### src/hw/cms_pkg.sv
// Constants shared by the configuration scheme select and power-on reset block
package cms_pkg;

  // Clock and serial clock rates
  localparam int CLK_HZ = 100_000_000;
  localparam int SCLK_MAX_HZ = 40_000_000;
  localparam int SCLK_TYP_HZ = 30_000_000;
  // Half period of the serial clock in cycles, rounded up so the rate never exceeds the limit
  localparam int SCLK_HALF_CYC = (CLK_HZ + 2 * SCLK_MAX_HZ - 1) / (2 * SCLK_MAX_HZ);
  localparam int DIV_W = 4;

  // Power-on reset windows in milliseconds and the chosen targets inside them
  localparam int POR_FAST_MIN_MS = 3;
  localparam int POR_FAST_MAX_MS = 9;
  localparam int POR_FAST_MS = 6;
  localparam int POR_STD_MIN_MS = 50;
  localparam int POR_STD_MAX_MS = 200;
  localparam int POR_STD_MS = 100;
  localparam int POR_FAST_CYCLES = POR_FAST_MS * (CLK_HZ / 1000);
  localparam int POR_STD_CYCLES = POR_STD_MS * (CLK_HZ / 1000);
  localparam int POR_CNT_W = 24;

  // Scheme-select codes for active serial mode, most significant bit first
  localparam logic [3:0] SEL_AS_STD_33 = 4'h2;
  localparam logic [3:0] SEL_AS_STD_25 = 4'h3;
  localparam logic [3:0] SEL_AS_FAST_25 = 4'h4;
  localparam logic [3:0] SEL_AS_FAST_33 = 4'hD;

  // Flash read command and header length
  localparam logic [7:0] FLASH_READ_CMD = 8'h03;
  localparam logic [5:0] CMD_LAST_BIT = 6'h1F;
  localparam logic [5:0] WORD_LAST_BIT = 6'h1F;

  // Compressed stream: marker in the upper half, zero-run length in the lower half
  localparam logic [15:0] RUN_MARK = 16'hFFFE;

  // APB register byte addresses
  localparam logic [11:0] ADDR_CTRL = 12'h000;
  localparam logic [11:0] ADDR_STATUS = 12'h004;
  localparam logic [11:0] ADDR_WORDS = 12'h008;

  // Control register fields and reset value
  localparam int CTRL_DECOMP_BIT = 0;
  localparam int CTRL_REMOTE_BIT = 1;
  localparam logic [1:0] CTRL_RESET = 2'h0;

  // Status register field positions
  localparam int ST_FAST_BIT = 8;
  localparam int ST_AS_BIT = 9;
  localparam int ST_JTAG_BIT = 10;
  localparam int ST_STATLINE_BIT = 11;
  localparam int ST_COMPLETE_BIT = 12;
  localparam int ST_SEL_LSB = 16;

  // Synchroniser bit positions
  localparam int SY_SUP = 0;
  localparam int SY_REQ = 1;
  localparam int SY_STAT = 2;
  localparam int SY_DONE = 3;
  localparam int SY_JTAG = 4;
  localparam int SY_DIN = 5;
  localparam int SY_SEL = 6;
  localparam int SY_W = 10;

  // Sequencer states, one-hot
  typedef enum logic [5:0] {
    ST_POR = 6'h01,
    ST_RESET = 6'h02,
    ST_CMD = 6'h04,
    ST_READ = 6'h08,
    ST_DONE = 6'h10,
    ST_HOLD = 6'h20
  } cms_state_t;

endpackage

### src/hw/cms_config_loader.sv
// Power-on reset sequencer, scheme decode and active serial bitstream loader
//
// How it works
// - The status line is driven low until all monitored supplies report above the trip point.
// - A fast reset scheme holds power-on reset for 6 ms, inside the 3 ms to 9 ms window.
// - A standard reset scheme holds power-on reset for 100 ms, inside the 50 ms to 200 ms window.
// - While anyone holds the status line low the device stays in reset, whatever window applies.
// - A boundary-scan configuration request overrides the strapped scheme, which then sets only the reset length.
// - The reset length still follows the strap pins when boundary-scan configuration is used.
// - Codes 0010 and 0011 select standard and 0100 and 1101 fast reset in active serial mode.
// - Without the top strap bit, fast active serial at 2.5 or 3.0 V is not offered.
// - Remote update may be enabled by option only in the active schemes.
// - Remote update and decompression may be used together in active serial mode.
// - The serial clock is generated at no more than 40 MHz.
// - The bitstream is read over the serial link, expanded when compressed, and written out.
// - In active serial mode this block is the link master and the flash only answers.
// - The block stays in reset while the configuration request line or status line is low.
// - During power-on reset the status and complete lines are driven low and user pins float.
//
// Our own choices: the register offsets and register access over APB.

// Small FIFO with valid and ready on both sides
module cms_fifo #(
  parameter int W = 32,
  parameter int DEPTH = 4
) (
  // Clock, reset, enable
  input wire logic clk_in,
  input wire logic reset_in,
  input wire logic ce_in,
  // Fill side
  input wire logic in_valid_in,
  input wire logic [W-1:0] in_data_in,
  output logic in_ready_out,
  // Drain side
  output logic out_valid_out,
  output logic [W-1:0] out_data_out,
  input wire logic out_ready_in
);
  localparam int AW = (DEPTH > 1) ? $clog2(DEPTH) : 1;
  localparam logic [AW:0] FULL_CNT = (AW + 1)'(DEPTH);
  localparam logic [AW-1:0] LAST_IDX = AW'(DEPTH - 1);

  typedef struct packed {
    logic [DEPTH-1:0][W-1:0] mem;
    logic [AW-1:0] wr;
    logic [AW-1:0] rd;
    logic [AW:0] cnt;
  } cms_fifo_t;

  cms_fifo_t s;
  cms_fifo_t next_s;
  logic push;
  logic pop;

  // Flags and read port
  assign in_ready_out = (s.cnt != FULL_CNT);
  assign out_valid_out = (s.cnt != '0);
  assign out_data_out = s.mem[s.rd];
  assign push = in_valid_in && in_ready_out;
  assign pop = out_valid_out && out_ready_in;

  // Pointer and count update
  always_comb begin
    next_s = s;
    if (push) begin
      next_s.mem[s.wr] = in_data_in;
      next_s.wr = (s.wr == LAST_IDX) ? '0 : s.wr + 1'b1;
    end
    if (pop) begin
      next_s.rd = (s.rd == LAST_IDX) ? '0 : s.rd + 1'b1;
    end
    if (push && !pop) begin
      next_s.cnt = s.cnt + 1'b1;
    end else if (pop && !push) begin
      next_s.cnt = s.cnt - 1'b1;
    end
  end

  // State register
  always_ff @(posedge clk_in or posedge reset_in) begin
    if (reset_in) begin
      s <= '0;
    end else if (ce_in) begin
      s <= next_s;
    end
  end
endmodule

module cms_config_loader
  import cms_pkg::*;
#(
  parameter bit HAS_TOP_BIT = 1'b1,
  parameter int CFG_WORDS = 16,
  parameter int FIFO_DEPTH = 4,
  parameter int POR_FAST_CNT = POR_FAST_CYCLES,
  parameter int POR_STD_CNT = POR_STD_CYCLES,
  parameter logic [23:0] START_ADDR = 24'h000000
) (
  // Clock, reset, enable
  input wire logic ref_clk_in,
  input wire logic reset_in,
  input wire logic ce_in,
  // APB slave
  input wire logic psel_in,
  input wire logic penable_in,
  input wire logic pwrite_in,
  input wire logic [11:0] paddr_in,
  input wire logic [31:0] pwdata_in,
  output logic [31:0] prdata_out,
  output logic pready_out,
  output logic pslverr_out,
  // Power and configuration pins
  input wire logic supplies_ok_in,
  input wire logic config_request_n_in,
  input wire logic jtag_config_in,
  input wire logic [3:0] scheme_select_pins_in,
  input wire logic status_line_in,
  output logic status_line_out,
  output logic status_line_oe_n_out,
  input wire logic config_complete_line_in,
  output logic config_complete_line_out,
  output logic config_complete_line_oe_n_out,
  output logic user_io_release_out,
  output logic remote_update_active_out,
  // Serial flash link
  output logic config_serial_clock_out,
  output logic flash_cs_n_out,
  output logic flash_data_out,
  input wire logic flash_data_in,
  // Configuration memory write port
  output logic [31:0] cfg_word_out,
  output logic cfg_word_valid_out,
  input wire logic cfg_word_ready_in
);
  localparam logic [POR_CNT_W-1:0] FAST_TGT = POR_CNT_W'(POR_FAST_CNT);
  localparam logic [POR_CNT_W-1:0] STD_TGT = POR_CNT_W'(POR_STD_CNT);
  localparam logic [DIV_W-1:0] DIV_LAST = DIV_W'(SCLK_HALF_CYC - 1);
  localparam logic [15:0] WORDS_TGT = 16'(CFG_WORDS);

  typedef struct packed {
    logic [SY_W-1:0] sync1;
    logic [SY_W-1:0] sync2;
    cms_state_t state;
    logic [3:0] sel;
    logic [POR_CNT_W-1:0] por_cnt;
    logic [DIV_W-1:0] div;
    logic sclk;
    logic cs_n;
    logic mosi;
    logic [31:0] shreg;
    logic [5:0] bitcnt;
    logic [15:0] wordcnt;
    logic pend_valid;
    logic [31:0] pend_word;
    logic [15:0] run_left;
    logic [1:0] ctrl;
    logic [31:0] prdata;
    logic pready;
    logic pslverr;
    logic [31:0] out_word;
    logic out_valid;
    logic stat_oe_n;
    logic done_oe_n;
    logic remote_act;
    logic user_rel;
  } cms_top_t;

  localparam cms_top_t TOP_RST = '{state: ST_POR, cs_n: 1'b1, ctrl: CTRL_RESET, default: '0};

  cms_top_t s;
  cms_top_t next_s;
  logic sup_ok;
  logic req_high;
  logic stat_high;
  logic jtag_req;
  logic din;
  logic [3:0] sel_pins;
  logic fast_por;
  logic as_mode;
  logic [POR_CNT_W-1:0] por_target;
  logic is_run;
  logic fifo_in_valid;
  logic fifo_in_ready;
  logic [31:0] fifo_in_data;
  logic fifo_out_valid;
  logic fifo_out_ready;
  logic [31:0] fifo_out_data;
  logic sclk_run;
  logic sclk_tick;
  logic apb_access;
  logic [31:0] status_word;

  // Synchronised pin levels, read only from the second stage
  assign sup_ok = s.sync2[SY_SUP];
  assign req_high = s.sync2[SY_REQ];
  assign stat_high = s.sync2[SY_STAT];
  assign jtag_req = s.sync2[SY_JTAG];
  assign din = s.sync2[SY_DIN];
  // Missing top strap bit reads as zero
  assign sel_pins = {s.sync2[SY_SEL+3] & HAS_TOP_BIT, s.sync2[SY_SEL+2:SY_SEL]};

  // Scheme decode; the reset length ignores the boundary-scan override
  assign fast_por = (s.sel == SEL_AS_FAST_33) || (HAS_TOP_BIT && s.sel == SEL_AS_FAST_25);
  assign por_target = fast_por ? FAST_TGT : STD_TGT;
  assign as_mode = !jtag_req && (s.sel == SEL_AS_STD_33 || s.sel == SEL_AS_STD_25 || fast_por);

  // Decompression of zero runs and FIFO feed
  assign is_run = s.ctrl[CTRL_DECOMP_BIT] && (s.pend_word[31:16] == RUN_MARK);
  assign fifo_in_valid = s.pend_valid && !(is_run && s.run_left == '0);
  assign fifo_in_data = is_run ? 32'h00000000 : s.pend_word;
  assign fifo_out_ready = !s.out_valid || cfg_word_ready_in;

  // Serial clock divider runs in the command and read states unless a word is waiting or all words are in
  assign sclk_run = (s.state == ST_CMD) || (s.state == ST_READ && !s.pend_valid && s.wordcnt != WORDS_TGT);
  assign sclk_tick = sclk_run && (s.div == DIV_LAST);

  assign apb_access = psel_in && penable_in;
  assign status_word = {12'h000, s.sel, 3'h0, s.sync2[SY_DONE], stat_high, jtag_req, as_mode, fast_por,
                        2'h0, s.state};

  cms_fifo #(
    .W(32),
    .DEPTH(FIFO_DEPTH)
  ) u_fifo (
    .clk_in(ref_clk_in),
    .reset_in(reset_in),
    .ce_in(ce_in),
    .in_valid_in(fifo_in_valid),
    .in_data_in(fifo_in_data),
    .in_ready_out(fifo_in_ready),
    .out_valid_out(fifo_out_valid),
    .out_data_out(fifo_out_data),
    .out_ready_in(fifo_out_ready)
  );

  // Next-state logic for the whole block
  always_comb begin
    next_s = s;
    next_s.sync1 = {scheme_select_pins_in, flash_data_in, jtag_config_in, config_complete_line_in,
                    status_line_in, config_request_n_in, supplies_ok_in};
    next_s.sync2 = s.sync1;

    // Pending word drains into the FIFO, runs expand to zero words
    if (s.pend_valid) begin
      if (is_run) begin
        if (s.run_left == '0) begin
          next_s.pend_valid = 1'b0;
        end else if (fifo_in_ready) begin
          next_s.run_left = s.run_left - 1'b1;
          next_s.pend_valid = (s.run_left != 16'h0001);
        end
      end else if (fifo_in_ready) begin
        next_s.pend_valid = 1'b0;
      end
    end

    // Output stage toward configuration memory
    if (fifo_out_valid && fifo_out_ready) begin
      next_s.out_word = fifo_out_data;
      next_s.out_valid = 1'b1;
    end else if (cfg_word_ready_in) begin
      next_s.out_valid = 1'b0;
    end

    // Divider and serial clock
    if (sclk_run) begin
      next_s.div = sclk_tick ? '0 : s.div + 1'b1;
      if (sclk_tick) begin
        next_s.sclk = !s.sclk;
      end
    end

    case (s.state)
      ST_POR: begin
        // Hold lines low and time the reset window
        next_s.stat_oe_n = 1'b0;
        next_s.done_oe_n = 1'b0;
        next_s.user_rel = 1'b0;
        next_s.sel = sel_pins;
        if (s.por_cnt == por_target) begin
          next_s.state = ST_RESET;
          next_s.stat_oe_n = 1'b1;
        end else begin
          next_s.por_cnt = s.por_cnt + 1'b1;
        end
      end
      ST_RESET: begin
        // Wait for request and status lines both high
        if (req_high && stat_high) begin
          if (as_mode) begin
            next_s.state = ST_CMD;
            next_s.cs_n = 1'b0;
            next_s.shreg = {FLASH_READ_CMD, START_ADDR};
            next_s.mosi = FLASH_READ_CMD[7];
            next_s.bitcnt = '0;
            next_s.wordcnt = '0;
            next_s.div = '0;
            next_s.sclk = 1'b0;
          end else begin
            next_s.state = ST_HOLD;
          end
        end
      end
      ST_CMD: begin
        // Command bits change on the falling edge
        if (sclk_tick && s.sclk) begin
          if (s.bitcnt == CMD_LAST_BIT) begin
            next_s.state = ST_READ;
            next_s.bitcnt = '0;
          end else begin
            next_s.shreg = {s.shreg[30:0], 1'b0};
            next_s.mosi = s.shreg[30];
            next_s.bitcnt = s.bitcnt + 1'b1;
          end
        end
      end
      ST_READ: begin
        // Data bits are taken on the falling edge
        if (sclk_tick && s.sclk) begin
          next_s.shreg = {s.shreg[30:0], din};
          next_s.bitcnt = s.bitcnt + 1'b1;
          if (s.bitcnt == WORD_LAST_BIT) begin
            next_s.bitcnt = '0;
            next_s.pend_valid = 1'b1;
            next_s.pend_word = {s.shreg[30:0], din};
            next_s.run_left = {s.shreg[14:0], din};
            next_s.wordcnt = s.wordcnt + 1'b1;
          end
        end
        if (s.wordcnt == WORDS_TGT && !s.pend_valid && !fifo_out_valid && !s.out_valid) begin
          next_s.state = ST_DONE;
          next_s.cs_n = 1'b1;
          next_s.sclk = 1'b0;
          next_s.done_oe_n = 1'b1;
          next_s.user_rel = 1'b1;
        end
      end
      ST_DONE, ST_HOLD: begin
      end
      default: begin
        next_s.state = ST_POR;
      end
    endcase

    // Leaving reset is undone when either line drops
    if (s.state != ST_POR && s.state != ST_RESET && (!req_high || !stat_high)) begin
      next_s.state = ST_RESET;
      next_s.cs_n = 1'b1;
      next_s.sclk = 1'b0;
      next_s.div = '0;
      next_s.pend_valid = 1'b0;
      next_s.done_oe_n = 1'b0;
      next_s.user_rel = 1'b0;
    end

    // Supply drop restarts power-on reset
    if (!sup_ok) begin
      next_s.state = ST_POR;
      next_s.por_cnt = '0;
      next_s.stat_oe_n = 1'b0;
      next_s.done_oe_n = 1'b0;
      next_s.user_rel = 1'b0;
      next_s.cs_n = 1'b1;
      next_s.sclk = 1'b0;
      next_s.pend_valid = 1'b0;
    end

    // Remote update only in active serial mode, alongside decompression
    next_s.remote_act = s.ctrl[CTRL_REMOTE_BIT] && as_mode && s.state != ST_POR;

    // APB slave: one wait state, then the answer
    next_s.pready = 1'b0;
    next_s.pslverr = 1'b0;
    if (apb_access && !s.pready) begin
      next_s.pready = 1'b1;
      case (paddr_in)
        ADDR_CTRL: next_s.prdata = {30'h00000000, s.ctrl};
        ADDR_STATUS: next_s.prdata = status_word;
        ADDR_WORDS: next_s.prdata = {16'h0000, s.wordcnt};
        default: begin
          next_s.prdata = 32'h00000000;
          next_s.pslverr = 1'b1;
        end
      endcase
    end
    if (apb_access && s.pready && pwrite_in && paddr_in == ADDR_CTRL) begin
      next_s.ctrl = pwdata_in[1:0];
    end
  end

  // State register
  always_ff @(posedge ref_clk_in or posedge reset_in) begin
    if (reset_in) begin
      s <= TOP_RST;
    end else if (ce_in) begin
      s <= next_s;
    end
  end

  // Outputs
  assign prdata_out = s.prdata;
  assign pready_out = s.pready;
  assign pslverr_out = s.pslverr;
  assign status_line_out = 1'b0;
  assign status_line_oe_n_out = s.stat_oe_n;
  assign config_complete_line_out = 1'b0;
  assign config_complete_line_oe_n_out = s.done_oe_n;
  assign user_io_release_out = s.user_rel;
  assign remote_update_active_out = s.remote_act;
  assign config_serial_clock_out = s.sclk;
  assign flash_cs_n_out = s.cs_n;
  assign flash_data_out = s.mosi;
  assign cfg_word_out = s.out_word;
  assign cfg_word_valid_out = s.out_valid;
endmodule

### config.mk
export PLATFORM = sky130hd
export DESIGN_NAME = cms_config_loader
export DESIGN_NICKNAME = d
export VERILOG_FILES = /design/src/hw/cms_pkg.sv /design/src/hw/cms_config_loader.sv
export SDC_FILE = /design/constraint.sdc
export NUM_CORES = 1
export LEC_CHECK = 0
export CAP_MARGIN = 0
export CORE_MARGIN = 2
export CORE_UTILIZATION = 30
export DETAILED_ROUTE_END_ITERATION = 6
export DONT_BUFFER_PORTS = 1
export GPL_TIMING_DRIVEN = 0
export SETUP_SLACK_MARGIN = 0.02
export SKIP_LAST_GASP = 1
export SYNTH_ARGS = -nofsm -noshare
export SYNTH_HDL_FRONTEND = slang
export SYNTH_SLANG_ARGS = --single-unit
### constraint.sdc
create_clock -name ref_clk_in -period 11.3 [get_ports ref_clk_in]
set_clock_uncertainty 0.15 [all_clocks]
set_input_delay 0 -clock ref_clk_in [delete_from_list [all_inputs] [get_ports ref_clk_in]]
set_output_delay 0 -clock ref_clk_in [all_outputs]
set_load 0.02 [all_outputs]
==> metrics.cfg <==
[yosys]
synthCells=1543
netlist_area_um2=16800
syn_avg_cell_area_um2=10.9
ys_ff_latch=358
synth_edf_count=0
dominantRegCellSynth=dfrtp_1
async_reset_ff_frac=1.00
yosysWarnings=0
ys_types=76
yosysSeqAreaShare=0.533

[drt]
routedWlPerCell_um=18.3
routed_wirelength_mm=44.2
drtIter0Drc=985
drc=0
ant_nets=0
dr.pass1.iters=7
vias=12524
via_per_inst=5.18

[sta]
relSlewSlack=0.249
finalWorstSetupSlack_ps=6530
timing.fmax_mhz=210
period_minus_slack_ps=4770
hold_viol=0
period_share=0.422
rsz0062_at_grt=no
drv_slew=0
setup_violations=0
tightest_slew_ps=1120
setup-tns-final_ps=0

[final_layout]
finalNetCount=1717
drive_gt1_frac=0.155
finish.utilization=0.357
layout-area-overhead-vs-synth_pct=17.4
fill_cells=5534

[global_routing]
grt_max_degree=126
grt_pass1_wl_mm=71.4
track_usage=0.155
gr-total-overflow=0
antenna_found_initial=1
grt_pass1_vias=12679

[die]
initial_core_util=0.304
num_rows=86
die_x_um=241
coreArea_um2=55300
dieArea_um2=58000
ios=137
chipHeight_um=241

[worst_setup_path]
cp_slowest_cell=nor2_1
cp.buffers_inverters=3
r2r_cells=13
path_cells=clkbuf_1, or4_1, nor3b_1, a31o_2, and2_1, ha_1, nand4b_1, nor2_1, nand2_1, clkbuf_1, clkbuf_1, nand2_1, nand2_1
path_class=reg2reg
worst_setup_path_start_kind=flip-flop
rrSetupSlack_ps=6530
critPathMaxStageDelay_ps=650
path_max_fanout=10
worstPathRequired_ps=11590
cpLargestDelayFamily=simple AND/OR/NAND/NOR gates
worstSetupEndpointType=flip-flop
cp.arrival_ps=5060
worst-path-stages=13

[clocking]
insertion_delay_ps=560
cts.sinks=358
htreeDepth=2
cts_tree=yes
root_buffer=clkbuf_16
numCtsBuffers=40
clk_pin_slew_ps=60
post-cts-setup-buffer-count=0
ctsResizeCount=0
cts_max_path_buffers=3

[power]
combPwrFrac=0.129
irDropWorstVdd_mv=0.132
p_sw_uw=869
leakage_uw=0.00863
switching_share=0.269
power_uw=3230
internal_power_uw=2360
power_frac_seq=0.426
clkPwrFrac=0.445
powerDensity_nw_per_um2=164

[place]
preCtsSetupSlack_ps=6580
dp_hpwl_mm=30.7
gp_congestion=0.844
io_buffer_count=0

[hold_path]
holdPathStages=4
hold_path.class=in2reg

[outcome]
outcome=complete, no violations

[run]
cap_violations=0

cell usage in the layout, fill, tap and decap left out, drive strengths merged, types with 7 or more instances in the layout:
cell	netlist	layout
dfrtp	356	356
nand2	253	253
clkbuf	90	145
o21ai	94	94
buf	77	80
a22o	79	79
nor2	68	68
mux2	66	66
a32o	47	47
nand3	41	41
dlygate4sd3	0	38
mux4	32	32
inv	30	31
nor3	30	30
or3	23	23
nand4	23	23
xnor2	21	21
nor4	20	20
ha	16	16
a21oi	15	15
and3	14	14
conb	1	14
o31ai	11	11
a22oi	10	10
o211ai	9	9
clkinv	0	9
nor3b	8	8
mux2i	7	7
synthesized netlist by cell type (14+ instances only):
cell type / instances / share of area
dfrtp_1: 356 / 0.53
nand2_1: 253 / 0.056
o21ai_0: 93 / 0.028
clkbuf_1: 89 / 0.020
a22o_1: 79 / 0.041
nor2_1: 68 / 0.015
buf_4: 67 / 0.030
mux2_2: 66 / 0.044
a32o_1: 47 / 0.028
nand3_1: 41 / 0.012
mux4_2: 32 / 0.043
inv_1: 30 / 0.0067
nor3_1: 30 / 0.0089
nand4_1: 23 / 0.0086
or3_1: 23 / 0.0086
xnor2_1: 21 / 0.011
nor4_1: 20 / 0.0074
ha_1: 16 / 0.012
a21oi_1: 15 / 0.0045
and3_1: 14 / 0.0052
stage by stage:
step                hold WS [ps]  area, um2  std cells
floorplan                  0.452      16900       1556
global placement           0.926      17800       2304
detailed placement          -109      17900       2306
CTS                         48.0      19700       2419
global route                 118      19700       2420
finish                      91.7      19700       2420
area by class of cell:
type / count / area, um2 / share of cell area
Timing Repair Buffer: 41 / 455 / 0.0231
Clock inverter: 19 / 300 / 0.0152
Antenna cell: 1 / 2.50 / 0.000127
Tap cell: 748 / 936 / 0.0474
Clock buffer: 55 / 1180 / 0.0597
Inverter: 30 / 120 / 0.00608
Multi-Input combinational cell: 1001 / 6900 / 0.350
Sequential cell: 358 / 8960 / 0.454
Buffer: 167 / 887 / 0.0449
per-layer routing:
metal / vias to the layer above / routed length, um / track usage
met5: - / 0 / 0
met4: 0 / 877 / 0.0406
met3: 67 / 2880 / 0.0366
met2: 337 / 20700 / 0.250
met1: 6382 / 19800 / 0.209
li1: 5738 / - / -
state kept, by name, indices dropped and copies added, names as in the netlist, 10 cells and up:
register / count
cfg_word_out: 32
next_s: 10
prdata_out: 20
s: 149
u_fifo.s: 135
worst register-to-register path, stage by stage (launching register included):
cell      delay [ps]
dfrtp_1          350
clkbuf_1         190
or4_1            560
nor3b_1          620
a31o_2           300
and2_1           150
ha_1             280
nand4b_1         280
nor2_1           650
nand2_1          140
clkbuf_1         350
clkbuf_1         410
nand2_1          180
nand2_1           60
timing repair:
item	in CTS	in global routing
hold endpoints to repair	272	0
hold buffers	39	0
endpoints found under the setup margin	0	0
cell families (layout without fill, tap and decap cells):
kind of cell	Yosys count	count (layout)	share of synthesized area
multiplexers	105	105	0.0912
AO/OA/AOI/OAI	318	318	0.144
XOR/XNOR	26	26	0.0135
AND/OR/NAND/NOR	521	521	0.146
adder cells (fa/ha/maj)	17	17	0.0131
buffers and inverters	197	312	0.0595
flip-flops	358	358	0.533
other	1	15	0.000223
worst paths after layout:
kind | from | end
max in group asynchronous | reset_in | s[180]
setup reg to reg | s[212] | s[95]
setup / recovery | s[212] | s[95]
hold / removal | ce_in | s[133]
min in group asynchronous | reset_in | u_fifo.s[72]
hold reg to reg | prdata_out[7] | prdata_out[7]
power groups by stage:
stage / clock network (uW) / logic (uW) / registers [uW]
after CTS: 1470 / 422 / 1380
after floorplan: 0 / 304 / 1380
after global routing: 1520 / 461 / 1380
after global placement: 0 / 394 / 1400
after detailed placement: 0 / 407 / 1400
final: 1440 / 418 / 1380
(Power assumes the default switching activity.)
